File: src/core/hub_ctrl_defs.vh
// Constants for the hub repeater control and status block.
// Assumes a 100 MHz ref_clk; times become cycle counts here.
`ifndef HUB_CTRL_DEFS_VH
`define HUB_CTRL_DEFS_VH

`define CLK_MHZ            100
// Link pulse after 12 ms of transmit idle
`define LINK_TX_MS         12
`define LINK_TX_CYC        (`LINK_TX_MS * 1000 * `CLK_MHZ)
// Link fail after 100 ms of silence
`define LINK_FAIL_MS       100
`define LINK_FAIL_CYC      (`LINK_FAIL_MS * 1000 * `CLK_MHZ)
`define LINK_PASS_PULSES   4
// Jabber lockup, counted in 10 Mb/s bit times
`define BIT_TIME_NS        100
`define BIT_CYC            (`BIT_TIME_NS * `CLK_MHZ / 1000)
`define JAB_LIMIT_BITS     65536
`define JAB_LOCK_BITS      96
// LED times
`define COLLISION_LAMP_N_MS         39
`define CRS_ON_MS          52
`define CRS_OFF_MS         78
`define MS_CYC             (1000 * `CLK_MHZ)
// Reset stretch, in cycles
`define RST_STRETCH_CYC    16
// Serial LED clock toggles every 5 cycles: 10 MHz
`define LED_HALF_CYC       5
`define NUM_TP             8
`define FIFO_DEPTH         8

`endif

File: src/core/exp_fifo.v
// Small synchronous FIFO carrying expansion line bits toward the ports.
// Assumes one clock and synchronous active-high reset.
`timescale 1ns/1ps
module exp_fifo #(
    parameter WIDTH = 1,
    parameter DEPTH = 8,
    parameter AW    = 3
) (
    input  wire             ref_clk,
    input  wire             rst,
    input  wire [WIDTH-1:0] inData,
    input  wire             inValid,
    output wire             inReady,
    output reg  [WIDTH-1:0] outData,
    output reg              outValid,
    input  wire             outReady
);
    reg [WIDTH-1:0] mem [0:DEPTH-1];
    reg [AW:0]      wrPtr;
    reg [AW:0]      rdPtr;
    wire            empty = (wrPtr == rdPtr);
    wire            full  = (wrPtr == {~rdPtr[AW], rdPtr[AW-1:0]});
    wire            pop   = !empty && (!outValid || outReady);

    assign inReady = !full;

    // Write side
    always @(posedge ref_clk) begin
        if (inValid && !full)
            mem[wrPtr[AW-1:0]] <= inData;
    end

    // Pointers and registered read data
    always @(posedge ref_clk) begin
        if (rst) begin
            wrPtr    <= {(AW+1){1'b0}};
            rdPtr    <= {(AW+1){1'b0}};
            outValid <= 1'b0;
            outData  <= {WIDTH{1'b0}};
        end else begin
            if (inValid && !full)
                wrPtr <= wrPtr + 1'b1;
            if (pop) begin
                outData  <= mem[rdPtr[AW-1:0]];
                rdPtr    <= rdPtr + 1'b1;
                outValid <= 1'b1;
            end else if (outReady) begin
                outValid <= 1'b0;
            end
        end
    end
endmodule // exp_fifo

File: src/core/led_serializer.v
// Shifts an eight-bit LED status byte MSB first, with a byte strobe.
// Assumes led clock enables come from the parent divider.
`timescale 1ns/1ps
module led_serializer (
    input  wire       ref_clk,
    input  wire       rst,
    input  wire       fallEn,
    input  wire [7:0] statusByte,
    output reg        serialOut,
    output reg        lastBit
);
    reg [7:0] shiftReg;
    reg [2:0] bitCnt;

    // Load at bit 0, shift on each falling LED clock edge
    always @(posedge ref_clk) begin
        if (rst) begin
            shiftReg  <= 8'h00;
            bitCnt    <= 3'h0;
            serialOut <= 1'b0;
            lastBit   <= 1'b0;
        end else if (fallEn) begin
            if (bitCnt == 3'h0) begin
                serialOut <= statusByte[7];
                shiftReg  <= {statusByte[6:0], 1'b0};
            end else begin
                serialOut <= shiftReg[7];
                shiftReg  <= {shiftReg[6:0], 1'b0};
            end
            lastBit <= (bitCnt == 3'h7);
            bitCnt  <= bitCnt + 3'h1;
        end
    end
endmodule // led_serializer

File: src/core/hub_repeater_ctrl_status.v
// Control and status logic of a multiport repeater: link test, jabber,
// reset stretch, expansion port and LED outputs.
// Assumes all inputs synchronous to ref_clk, and port events as pulses.
`timescale 1ns/1ps
`include "hub_ctrl_defs.vh"

// Functional notes
// - Send link pulse after 8 ms transmit idle, before 17 ms.
// - No packet or pulse for 65..132 ms puts a port in link fail.
// - Link fail blocks transmit; four pulses or one packet clear it. Here txEnable ignores tpLinkFail.
// - Link pulses go to every port regardless of state.
// - Transmitting over 65536 bit times cuts transmitters for 96 bits.
// - External reset is stretched into a clean pulse of minimum length.
// - In reset: release two-way pins, low-active outputs high, others low.
// - After reset: line released, transmit idle, partitions cleared, link on.
// - Chips share one NRZ expansion line clocked by the common clock.
// - Active chip asserts request, then drives data or jam on the line.
// - Inactive chip with grant asserted repeats data from the line.
// - Simultaneous requests make every chip transmit jam.
// - Collision LED low between 26 and 52 ms.
// - Attach port carrier LED low 52 ms, then high at least 78 ms.
// - Minimum mode lamp: high in fail, low in pass, 78 ms high on packet.
// - Normal mode serial LED pins send their byte MSB first. Here only link bits shift, port 0 first; pin 6 holds partitionStatus_n[7].
// - Latch captures byte on LED clock rise while strobe is high.
// - Serial LED outputs change on LED clock falling edge.
// - LED clock of 10 MHz derived from the main clock.
module hub_repeater_ctrl_status (
    input  wire       ref_clk,
    input  wire       rst,
    input  wire       resetIn_n,
    input  wire       display_mode_sel_a,
    input  wire       display_mode_sel_b,
    input  wire [7:0] tpTxActive,
    input  wire [7:0] tpRxPacket,
    input  wire [7:0] tpRxLinkPulse,
    input  wire       repeatActive,
    input  wire       repeatData,
    input  wire       collisionSeen,
    input  wire       attach1Carrier,
    input  wire       attach2Carrier,
    input  wire [7:0] partitionStatus_n,
    input  wire       expansion_data_line_in,
    input  wire       expansion_grant_n,
    output reg        expansion_data_line_out,
    output reg        expansion_data_line_oe_n,
    output reg        expansion_request_n,
    output wire       expRxData,
    output wire       expRxValid,
    input  wire       expRxReady,
    output wire       expJam,
    output reg  [7:0] tpLinkPulseOut,
    output reg  [7:0] tpLinkFail,
    output reg        txEnable,
    output reg        internalReset,
    output reg        collision_lamp_n,
    output reg        attach_port1_carrier_lamp_n,
    output reg        attach_port2_carrier_lamp_n,
    output reg  [7:0] tp_link_receive_lamp,
    output reg        led_byte_strobe,
    output reg        ledClk
);
    localparam [31:0] LINK_TX_CYC  = `LINK_TX_CYC;
    localparam [31:0] FAIL_CYC     = `LINK_FAIL_CYC;
    localparam [31:0] JAB_LIMIT    = `JAB_LIMIT_BITS * `BIT_CYC;
    localparam [31:0] JAB_LOCK     = `JAB_LOCK_BITS * `BIT_CYC;
    localparam [31:0] COL_CYC      = `COLLISION_LAMP_N_MS * `MS_CYC;
    localparam [31:0] CRS_ON_CYC   = `CRS_ON_MS * `MS_CYC;
    localparam [31:0] CRS_OFF_CYC  = `CRS_OFF_MS * `MS_CYC;
    localparam [4:0]  RST_CYC      = `RST_STRETCH_CYC;
    localparam [2:0]  HALF_CYC     = `LED_HALF_CYC;
    // Expansion states, one-hot
    localparam [2:0]  ST_IDLE = 3'b001;
    localparam [2:0]  ST_DRIVE = 3'b010;
    localparam [2:0]  ST_RECV = 3'b100;

    // Count-down timer step, saturating at zero
    function [31:0] dec;
        input [31:0] v;
        begin
            dec = (v == 32'h0) ? 32'h0 : v - 32'h1;
        end
    endfunction

    // Reset stretcher: any low level restarts the count
    reg [4:0] rstCnt;
    always @(posedge ref_clk) begin
        if (rst || !resetIn_n) begin
            rstCnt        <= RST_CYC;
            internalReset <= 1'b1;
        end else if (rstCnt != 5'h0) begin
            rstCnt        <= rstCnt - 5'h1;
            internalReset <= 1'b1;
        end else begin
            internalReset <= 1'b0;
        end
    end
    wire ir = internalReset;

    // Per-port link test timers
    genvar p;
    generate
        for (p = 0; p < `NUM_TP; p = p + 1) begin : g_port
            reg [31:0] idleCnt;
            reg [31:0] silentCnt;
            reg [2:0]  pulseCnt;
            always @(posedge ref_clk) begin
                if (ir) begin
                    idleCnt           <= LINK_TX_CYC;
                    silentCnt         <= FAIL_CYC;
                    pulseCnt          <= 3'h0;
                    tpLinkPulseOut[p] <= 1'b0;
                    tpLinkFail[p]     <= 1'b0;
                end else begin
                    // Pulse regardless of enable, partition or fail
                    tpLinkPulseOut[p] <= 1'b0;
                    if (tpTxActive[p]) begin
                        idleCnt <= LINK_TX_CYC;
                    end else if (idleCnt == 32'h1) begin
                        tpLinkPulseOut[p] <= 1'b1;
                        idleCnt           <= LINK_TX_CYC;
                    end else begin
                        idleCnt <= dec(idleCnt);
                    end
                    if (tpRxPacket[p] || tpRxLinkPulse[p])
                        silentCnt <= FAIL_CYC;
                    else
                        silentCnt <= dec(silentCnt);
                    if (tpLinkFail[p]) begin
                        if (tpRxPacket[p]) begin
                            tpLinkFail[p] <= 1'b0;
                            pulseCnt      <= 3'h0;
                        end else if (tpRxLinkPulse[p]) begin
                            if (pulseCnt == `LINK_PASS_PULSES - 1) begin
                                tpLinkFail[p] <= 1'b0;
                                pulseCnt      <= 3'h0;
                            end else begin
                                pulseCnt <= pulseCnt + 3'h1;
                            end
                        end
                    end else if (silentCnt == 32'h1 && !tpRxPacket[p] && !tpRxLinkPulse[p]) begin
                        tpLinkFail[p] <= 1'b1;
                        pulseCnt      <= 3'h0;
                    end
                end
            end
        end
    endgenerate

    // Jabber lockup guard
    reg [31:0] jabCnt;
    reg [31:0] lockCnt;
    reg        jabber_lockup_guard;
    always @(posedge ref_clk) begin
        if (ir) begin
            jabCnt              <= 32'h0;
            lockCnt             <= 32'h0;
            jabber_lockup_guard <= 1'b0;
        end else if (jabber_lockup_guard) begin
            if (lockCnt == 32'h1)
                jabber_lockup_guard <= 1'b0;
            lockCnt <= dec(lockCnt);
            jabCnt  <= 32'h0;
        end else if (repeatActive) begin
            if (jabCnt == JAB_LIMIT) begin
                jabber_lockup_guard <= 1'b1;
                lockCnt             <= JAB_LOCK;
                jabCnt              <= 32'h0;
            end else begin
                jabCnt <= jabCnt + 32'h1;
            end
        end else begin
            jabCnt <= 32'h0;
        end
    end

    // Transmit gate: idle in reset and during lockup
    always @(posedge ref_clk) begin
        if (ir)
            txEnable <= 1'b0;
        else
            txEnable <= repeatActive && !jabber_lockup_guard;
    end

    // Expansion port state machine
    reg [2:0] expState;
    reg [2:0] next_expState;
    wire      collide = !expansion_request_n && !expansion_grant_n;
    always @* begin
        case (expState)
            ST_IDLE:  next_expState = repeatActive ? ST_DRIVE :
                                      (!expansion_grant_n ? ST_RECV : ST_IDLE);
            ST_DRIVE: next_expState = repeatActive ? ST_DRIVE : ST_IDLE;
            ST_RECV:  next_expState = repeatActive ? ST_DRIVE :
                                      (!expansion_grant_n ? ST_RECV : ST_IDLE);
            default:  next_expState = ST_IDLE;
        endcase
    end

    always @(posedge ref_clk) begin
        if (ir) begin
            expState                 <= ST_IDLE;
            expansion_request_n      <= 1'b1;
            expansion_data_line_oe_n <= 1'b1;
            expansion_data_line_out  <= 1'b0;
        end else begin
            expState                 <= next_expState;
            expansion_request_n      <= !(next_expState == ST_DRIVE);
            // Drive only after request is already out
            expansion_data_line_oe_n <= !(expState == ST_DRIVE && repeatActive);
            expansion_data_line_out  <= collide ? 1'b1 : repeatData;
        end
    end
    assign expJam = collide;

    // Received expansion bits buffered toward the ports
    exp_fifo #(
        .WIDTH (1),
        .DEPTH (`FIFO_DEPTH),
        .AW    (3)
    ) u_fifo (
        .ref_clk  (ref_clk),
        .rst      (ir),
        .inData   (expansion_data_line_in),
        .inValid  (expState == ST_RECV),
        .inReady  (),
        .outData  (expRxData),
        .outValid (expRxValid),
        .outReady (expRxReady)
    );

    // Collision and attach-port carrier lamps
    reg [31:0] colCnt;
    reg [31:0] crs1Cnt;
    reg [31:0] crs2Cnt;
    reg        crs1Off;
    reg        crs2Off;
    always @(posedge ref_clk) begin
        if (ir) begin
            colCnt                      <= 32'h0;
            crs1Cnt                     <= 32'h0;
            crs2Cnt                     <= 32'h0;
            crs1Off                     <= 1'b0;
            crs2Off                     <= 1'b0;
            collision_lamp_n            <= 1'b1;
            attach_port1_carrier_lamp_n <= 1'b1;
            attach_port2_carrier_lamp_n <= 1'b1;
        end else begin
            if (collisionSeen && colCnt == 32'h0) begin
                colCnt           <= COL_CYC;
                collision_lamp_n <= 1'b0;
            end else begin
                colCnt <= dec(colCnt);
                if (colCnt == 32'h1)
                    collision_lamp_n <= 1'b1;
            end
            // Port 1: on phase then guaranteed off phase
            if (crs1Cnt == 32'h0 && attach1Carrier) begin
                crs1Cnt <= CRS_ON_CYC;
                crs1Off <= 1'b0;
                attach_port1_carrier_lamp_n <= 1'b0;
            end else if (crs1Cnt == 32'h1 && !crs1Off) begin
                crs1Cnt <= CRS_OFF_CYC;
                crs1Off <= 1'b1;
                attach_port1_carrier_lamp_n <= 1'b1;
            end else begin
                crs1Cnt <= dec(crs1Cnt);
            end
            if (crs2Cnt == 32'h0 && attach2Carrier) begin
                crs2Cnt <= CRS_ON_CYC;
                crs2Off <= 1'b0;
                attach_port2_carrier_lamp_n <= 1'b0;
            end else if (crs2Cnt == 32'h1 && !crs2Off) begin
                crs2Cnt <= CRS_OFF_CYC;
                crs2Off <= 1'b1;
                attach_port2_carrier_lamp_n <= 1'b1;
            end else begin
                crs2Cnt <= dec(crs2Cnt);
            end
        end
    end

    // Minimum-mode lamp per port: high 78 ms, then low 52 ms
    wire       normalMode = display_mode_sel_a && display_mode_sel_b;
    wire [7:0] rxLampState;
    generate
        for (p = 0; p < `NUM_TP; p = p + 1) begin : g_lamp
            reg [31:0] blinkCnt;
            reg        blinkHigh;
            always @(posedge ref_clk) begin
                if (ir) begin
                    blinkCnt  <= 32'h0;
                    blinkHigh <= 1'b0;
                end else if (blinkCnt == 32'h0 && tpRxPacket[p]) begin
                    blinkCnt  <= CRS_OFF_CYC;
                    blinkHigh <= 1'b1;
                end else if (blinkCnt == 32'h1 && blinkHigh) begin
                    blinkCnt  <= CRS_ON_CYC;
                    blinkHigh <= 1'b0;
                end else begin
                    blinkCnt <= dec(blinkCnt);
                end
            end
            assign rxLampState[p] = tpLinkFail[p] || blinkHigh;
        end
    endgenerate

    // LED clock divider: 10 MHz, shift enable at each falling edge
    reg [2:0] divCnt;
    wire      halfTick = (divCnt == HALF_CYC - 3'h1);
    wire      fallEn   = halfTick && ledClk;
    always @(posedge ref_clk) begin
        if (ir) begin
            divCnt <= 3'h0;
            ledClk <= 1'b0;
        end else if (halfTick) begin
            divCnt <= 3'h0;
            ledClk <= ~ledClk;
        end else begin
            divCnt <= divCnt + 3'h1;
        end
    end

    // Serial link byte
    wire serialLink;
    wire lastBit;
    led_serializer u_ser (
        .ref_clk    (ref_clk),
        .rst        (ir),
        .fallEn     (fallEn),
        .statusByte ({rxLampState[0], rxLampState[1], rxLampState[2], rxLampState[3],
                      rxLampState[4], rxLampState[5], rxLampState[6], rxLampState[7]}),
        .serialOut  (serialLink),
        .lastBit    (lastBit)
    );

    // Pins by display mode; strobe spans a rising LED edge
    always @(posedge ref_clk) begin
        if (ir) begin
            tp_link_receive_lamp <= 8'h00;
            led_byte_strobe      <= 1'b0;
        end else if (normalMode) begin
            tp_link_receive_lamp <= {lastBit, partitionStatus_n[7], 5'h1f, serialLink};
            led_byte_strobe      <= lastBit;
        end else begin
            tp_link_receive_lamp <= rxLampState;
            led_byte_strobe      <= 1'b0;
        end
    end
endmodule // hub_repeater_ctrl_status

File: config.mk
export PLATFORM = sky130hd
export DESIGN_NAME = hub_repeater_ctrl_status
export DESIGN_NICKNAME = d
export VERILOG_FILES = /design/src/core/exp_fifo.v /design/src/core/led_serializer.v /design/src/core/hub_repeater_ctrl_status.v
export VERILOG_INCLUDE_DIRS = /design/src /design/src/core
export SDC_FILE = /design/constraint.sdc
export NUM_CORES = 2
export LEC_CHECK = 0
export BUFFER_PORTS_ARGS = -buffer_cell sky130_fd_sc_hd__buf_2
export CELL_PAD_IN_SITES_DETAIL_PLACEMENT = 0
export CELL_PAD_IN_SITES_GLOBAL_PLACEMENT = 1
export CORE_ASPECT_RATIO = 1.5
export CORE_MARGIN = 5
export CORE_UTILIZATION = 44
export CTS_CLUSTER_SIZE = 25
export DETAILED_ROUTE_END_ITERATION = 8
export HOLD_SLACK_MARGIN = 0.02
export PLACE_DENSITY = 0.74
export SKIP_CTS_REPAIR_TIMING = 1
export SYNTH_ARGS = -nofsm -noshare
export SYNTH_HDL_FRONTEND = slang
export SYNTH_HIERARCHICAL = 1
export SYNTH_SLANG_ARGS = --single-unit
File: constraint.sdc
create_clock -name ref_clk -period 2.7 [get_ports ref_clk]
set_clock_uncertainty 0.15 [all_clocks]
set_input_delay 0.54 -clock ref_clk [delete_from_list [all_inputs] [get_ports ref_clk]]
set_output_delay 0.54 -clock ref_clk [all_outputs]
set_load 0.01 [all_outputs]
* After elaboration in Yosys (flattened, before gate mapping)
Memories as Yosys holds them, arrays and structs flattened. A register that Yosys moved wholly into a read port is not among the register bits.
Cells that the tools add are included.
W data, S select, Z words.
** Word-level totals
- Word-level logic and storage cells :: 616
- Memory bits (writable) :: 8
- Register bits :: 1030
- Output and inout bits :: 37
- Memories :: 1
- Input bits :: 45
** Operators by class
- Reductions and logical operators :: 215
- Muxes and demuxes :: 179
- Bitwise gates (word level) :: 4
- Equal/unequal tests :: 53
- $add $sub $neg :: 42
** Memory list
- u_fifo.mem :: words 8, width 1, rd ports 1, clocked after Yosys merged registers in 1, write ports 1, line exp_fifo.v:18 : reg [WIDTH-1:0] mem [0:DEPTH-1];
** Operators by type and width (count)
- $eq A32 B1 Y1 const B :: 28
- $logic_not A32 Y1 :: 28
- $sub A32 B1 Y32 const B :: 28
- $mux W23 :: 30
- $mux W24 :: 8
- $mux W21 :: 8
- $mux W32 :: 4
- $mux W3 :: 42
- $mux W1 :: 81
- $reduce_or A4 Y1 :: 19
- $reduce_or A2 Y1 :: 29
- $reduce_or A3 Y1 :: 17
- $logic_and A1 B1 Y1 :: 44
- $mux W22 :: 2
- $reduce_bool A2 Y1 :: 22
- $add A32 B1 Y32 const B :: 1
- $eq A32 B20 Y1 const B :: 1
- $add A3 B1 Y3 const B :: 10
- $eq A3 B2 Y1 const B :: 10
- $logic_not A1 Y1 :: 27
- $ne A3 B3 Y1 const B :: 8
- $logic_or A1 B1 Y1 :: 18
- $reduce_and A2 Y1 :: 9
- $mux W8 :: 2
- 10 further kinds :: 17

* Depth between registers and ports, before layout
- Word-level depth :: 6
- Depth in mapped cells :: 9
- Depth with buffers taken out :: 7

* By module
The synthesis kept the hierarchy.
** By module, submodules not included
- hub_repeater_ctrl_status :: cells an instance 5361, sequential area each 20179.4 um2, area each 46358.2 um2, instances 1
- exp_fifo :: cells an instance 85, sequential area each 440.4 um2, area each 934.6 um2, instances 1
- led_serializer :: cells an instance 61, sequential area each 240.2 um2, area each 626.9 um2, instances 1

* Least setup slack after synthesis
Ideal clock, no wire load.
- Path type :: reg-to-reg
- From :: reg g_lamp[5].blinkCnt[5]
- To :: reg g_lamp[5].blinkCnt[21]
- Slack :: -2 ps
- Arrival time :: 2429 ps
- Data required time :: 2427 ps
- Library setup time :: 123 ps
- Period minus slack after synthesis :: 2702 ps
- Cell stages (with the launch flop) :: 8
- Buffers on the path :: 2
- Path through :: dfxtp_1 > or4_4 > or3_1 > buf_2 > or4_4 > o31ai_2 > buf_2 > o21ai_0
** Between the ends
- Word-level cells in the longest chain between the ends :: 4
- Elaborated cells on any way between the ends :: 8
- Classes of those cells :: 1 x add/sub; 1 x eq/ne; 3 x mux; 3 x reduce/logical
** Ends and longest elaborated chain
- start, declared :: line hub_repeater_ctrl_status.v:287 : reg [31:0] blinkCnt;
- start signal, assigned :: line hub_repeater_ctrl_status.v:300 : blinkCnt <= dec(blinkCnt);
- $sub A32 B1 Y32, or another cell as far along :: line hub_repeater_ctrl_status.v:80 : dec = (v == 32'h0) ? 32'h0 : v - 32'h1;
- $mux W23 or $logic_and A1 B1 Y1 (tied branches) :: line hub_repeater_ctrl_status.v:80, hub_repeater_ctrl_status.v:296
- $mux W23 :: line hub_repeater_ctrl_status.v:296 : end else if (blinkCnt == 32'h1 && blinkHigh) begin
- $mux W23 * :: line hub_repeater_ctrl_status.v:293 : end else if (blinkCnt == 32'h0 && tpRxPacket[p]) begin
Mark *: on every way between the ends. The rest lies on a longest branch, timed or not.
A chain may end at the register's enable or synchronous reset.

* Worst setup path in the final report
Same ends and word-level chain as after synthesis.

==> flow_summary.ini <==
[floorplanning]
die_area_mm2 = 0.116
coreArea_mm2 = 0.108
initial_core_util_pct = 44.2
dieWidth_um = 279
num_io_pins = 82
die_y_um = 414
rows = 148

[pwr]
leakage_nw = 22.1
totalPowerFinal_mw = 33.9
ir_worst_vdd_mv = 0.502
p_per_area_mw_per_mm2 = 610

[synth]
yosysTopAreaCellShare_pct = 43.0
synth_top_flop_cell = dfxtp_1
yosys.area.top_type = dfxtp_1
synth-seq-cells = 1038
synth_cell_types = 90
syn-num-nets = 5649
synth_area_leaders = dfxtp_1 (43%), xnor2_1 (9.8%), nor2_1 (7.0%)
netlist_area_mm2 = 0.0479
ys_seq_area_share_pct = 43.5
avgSynthCellArea_um2 = 8.70
yosysWarnings = 6
async_reset_ff_share_pct = 0
synth_edf_count = 8
synthCells = 5507

[routing]
final_antenna_net_count = 0
top_layer = met4
routed_wl_um = 105000
wl_met2_um = 53800
met3_length_um = 3130
drt_iter0_drc = 1441
wl_met1_um = 46200
via_per_inst = 5.32
post-route-drc-count = 0
avgRoutedWirePerCell_um = 14.5
dr.pass1.iters = 5
num_vias = 38800

[sta]
fmax_mhz = 378
maxSlewViolCount = 0
tns_ps = 0
setup_viol = 0
period_share_pct = 98.1
fin_crit_ps = 2650
final_hold_viol_count = 0
worst_pin_slew_ps = 844
slew_headroom_pct = 43.4
rsz0062_at_grt = true
fin_ws_ps = 51.5

[placed_design]
dp.final_hpwl_um = 73700
place.gp.congestion = 0.784
io_buffers = 74
pre_cts_slack_ps = -3.72

[cts]
htree_levels = 3
clk_latency_ps = 670
clock_sinks = 1038
cts_tree = done
root_buffer = clkbuf_16
numCtsBuffers = 105
cts.path.max_buffers = 3
path_clk_slew_ps = 60

[setup_path]
r2r_end = g_lamp[5].blinkCnt[21]
endpoint_kind = flop
reg2reg_slack_ps = 50
startpoint_type = flop
path_max_fanout = 8
rr_startpoint = g_lamp[5].blinkCnt[5]
setup.worst_path.class = flop to flop
arrival_ps = 3110
worstPathRequired_ps = 3160
reg2regPathDepth = 5

[final_layout]
area.growth.synth_to_final_pct = 16.1
final_nets = 5925
drive_gt1_share_pct = 11.5

[min_path]
worstHoldStart = tpRxPacket[5]
hp-class = input port to flop
worstHoldPathCells = 2
hold_end = tpLinkFail[5]

[grt]
grt-ovfl-total = 0
antenna_found_initial = 3
grt_max_degree = 28
grt_pass1_wl_um = 180000
grt_usage_pct = 17.7
grt_pass1_vias = 38300

[job]
cap_viol_max_count = 0

[outcome]
outcome = finished clean
-- layout by cell type (no fill, tap or decap), types with 13 or more instances in the layout --
cell type	instances
a211o_1	13
a21oi_1	190
a31oi_1	28
and2_1	24
and3_1	22
buf_12	15
buf_2	74
buf_4	267
bufinv_16	15
clkbuf_1	18
clkbuf_16	111
clkbuf_8	24
clkinv_2	20
dfxtp_1	1028
dlygate4sd3_1	16
ha_1	97
inv_1	114
nand2_1	228
nand2b_1	51
nand3_1	115
nand3b_1	26
nand4_1	109
nand4b_1	35
nor2_1	893
nor2b_1	18
nor3_1	323
nor3b_1	22
nor4_1	280
nor4_2	16
nor4b_1	20
o21a_1	14
o21ai_0	248
o31a_1	15
o31ai_1	36
o41ai_1	15
or2_2	53
or3_1	155
or4_1	132
xnor2_1	538
xor2_1	217
-- metal layers --
layer / vias up / track usage [%]
met3: 155 / 2.46
li1: 20000 / -
met1: 18300 / 20.8
met4: 0 / 5.05
met2: 332 / 33.1
met5: - / 0
-- final cells by class --
class / count / area [um2]
Antenna cell: 2 / 5.00
Multi-Input combinational cell: 4149 / 25900
Sequential cell: 1038 / 20900
Tap cell: 1425 / 1780
Inverter: 115 / 432
Timing Repair Buffer: 374 / 2870
Clock inverter: 38 / 576
Fill cell: 10400 / 52700
Clock buffer: 153 / 3180
-- report_power, final --
part           leakage (nW)  internal, mW  total, mW  switching, mW
registers              8.37          15.4       15.5         0.0903
logic                  11.9          1.23       2.68           1.45
clock network          1.86          9.55       15.8           6.20
total                  22.1          26.2       33.9           7.74
-- logic make-up (layout without fill, tap and decap cells) --
group	Yosys count	count (layout)	share of synthesized area, %
AND/OR/NAND/NOR	2595	2595	28.3
flip-flops	1038	1038	43.5
XOR/XNOR	758	758	13.9
AO/OA/AOI/OAI	679	679	8.62
buffers and inverters	320	680	2.64
adder cells (fa/ha/maj)	97	97	2.53
multiplexers	20	20	0.465
other	0	2	0
-- worst max-delay path by stage --
stage	start	endpoint	slack (ps)
finish	g_lamp[5].blinkCnt[5]	g_lamp[5].blinkCnt[21]	50
CTS	internalReset	internalReset	-110
global route	g_lamp[5].blinkCnt[5]	g_lamp[5].blinkCnt[21]	-20
global placement	g_port[0].silentCnt[25]	g_port[0].pulseCnt[1]	20
floorplan	g_port[1].silentCnt[0]	g_port[1].silentCnt[30]	8
detailed placement	g_lamp[5].blinkCnt[5]	g_lamp[5].blinkCnt[20]	-4
-- registers in the layout (all words and copies together) (netlist names), 7 cells and up --
name                  cells
g_lamp.blinkCnt         256
g_port.idleCnt          256
g_port.silentCnt        256
colCnt                   32
crs1Cnt                  32
crs2Cnt                  32
jabCnt                   32
lockCnt                  32
g_port.pulseCnt          24
g_lamp.blinkHigh          8
tpLinkFail                8
tpLinkPulseOut            8
tp_link_receive_lamp      8
u_fifo/mem                8
u_ser/shiftReg            7
-- synthesized netlist by cell type, types with 28 or more instances --
cell type and number:
dfxtp_1 1030, nor2_1 893, xnor2_1 538, nor3_1 324, nor4_1 285, o21ai_0 253, nand2_1 228, xor2_1 217
a21oi_1 190, clkbuf_1 159, or3_1 159, or4_1 134, inv_1 115, nand3_1 115, nand4_1 109, ha_1 97
or2_2 53, nand2b_1 51, o31ai_1 37, nand4b_1 35, a31oi_1 29, buf_2 28
-- worst max-delay path: stages, from the launching register on --
cell and delay [ps]:
dfxtp_1 310, or4_4 540, or3_4 350, or4_4 550, or4b_4 600, o21ai_1 90
-- stage by stage --
stage | std cells | util [%] | hold slack [ps] | area [um2]
after floorplan | 5507 | - | 274 | 47900
after global placement | 7082 | 47.6 | 280 | 51600
after detailed placement | 7082 | 47.6 | 289 | 51600
after CTS | 7273 | 51.1 | -167 | 55300
after global routing | 7292 | 51.4 | 28.6 | 55600
final | 7294 | 51.4 | 45.2 | 55600
Power figures use the tool's default switching activity.
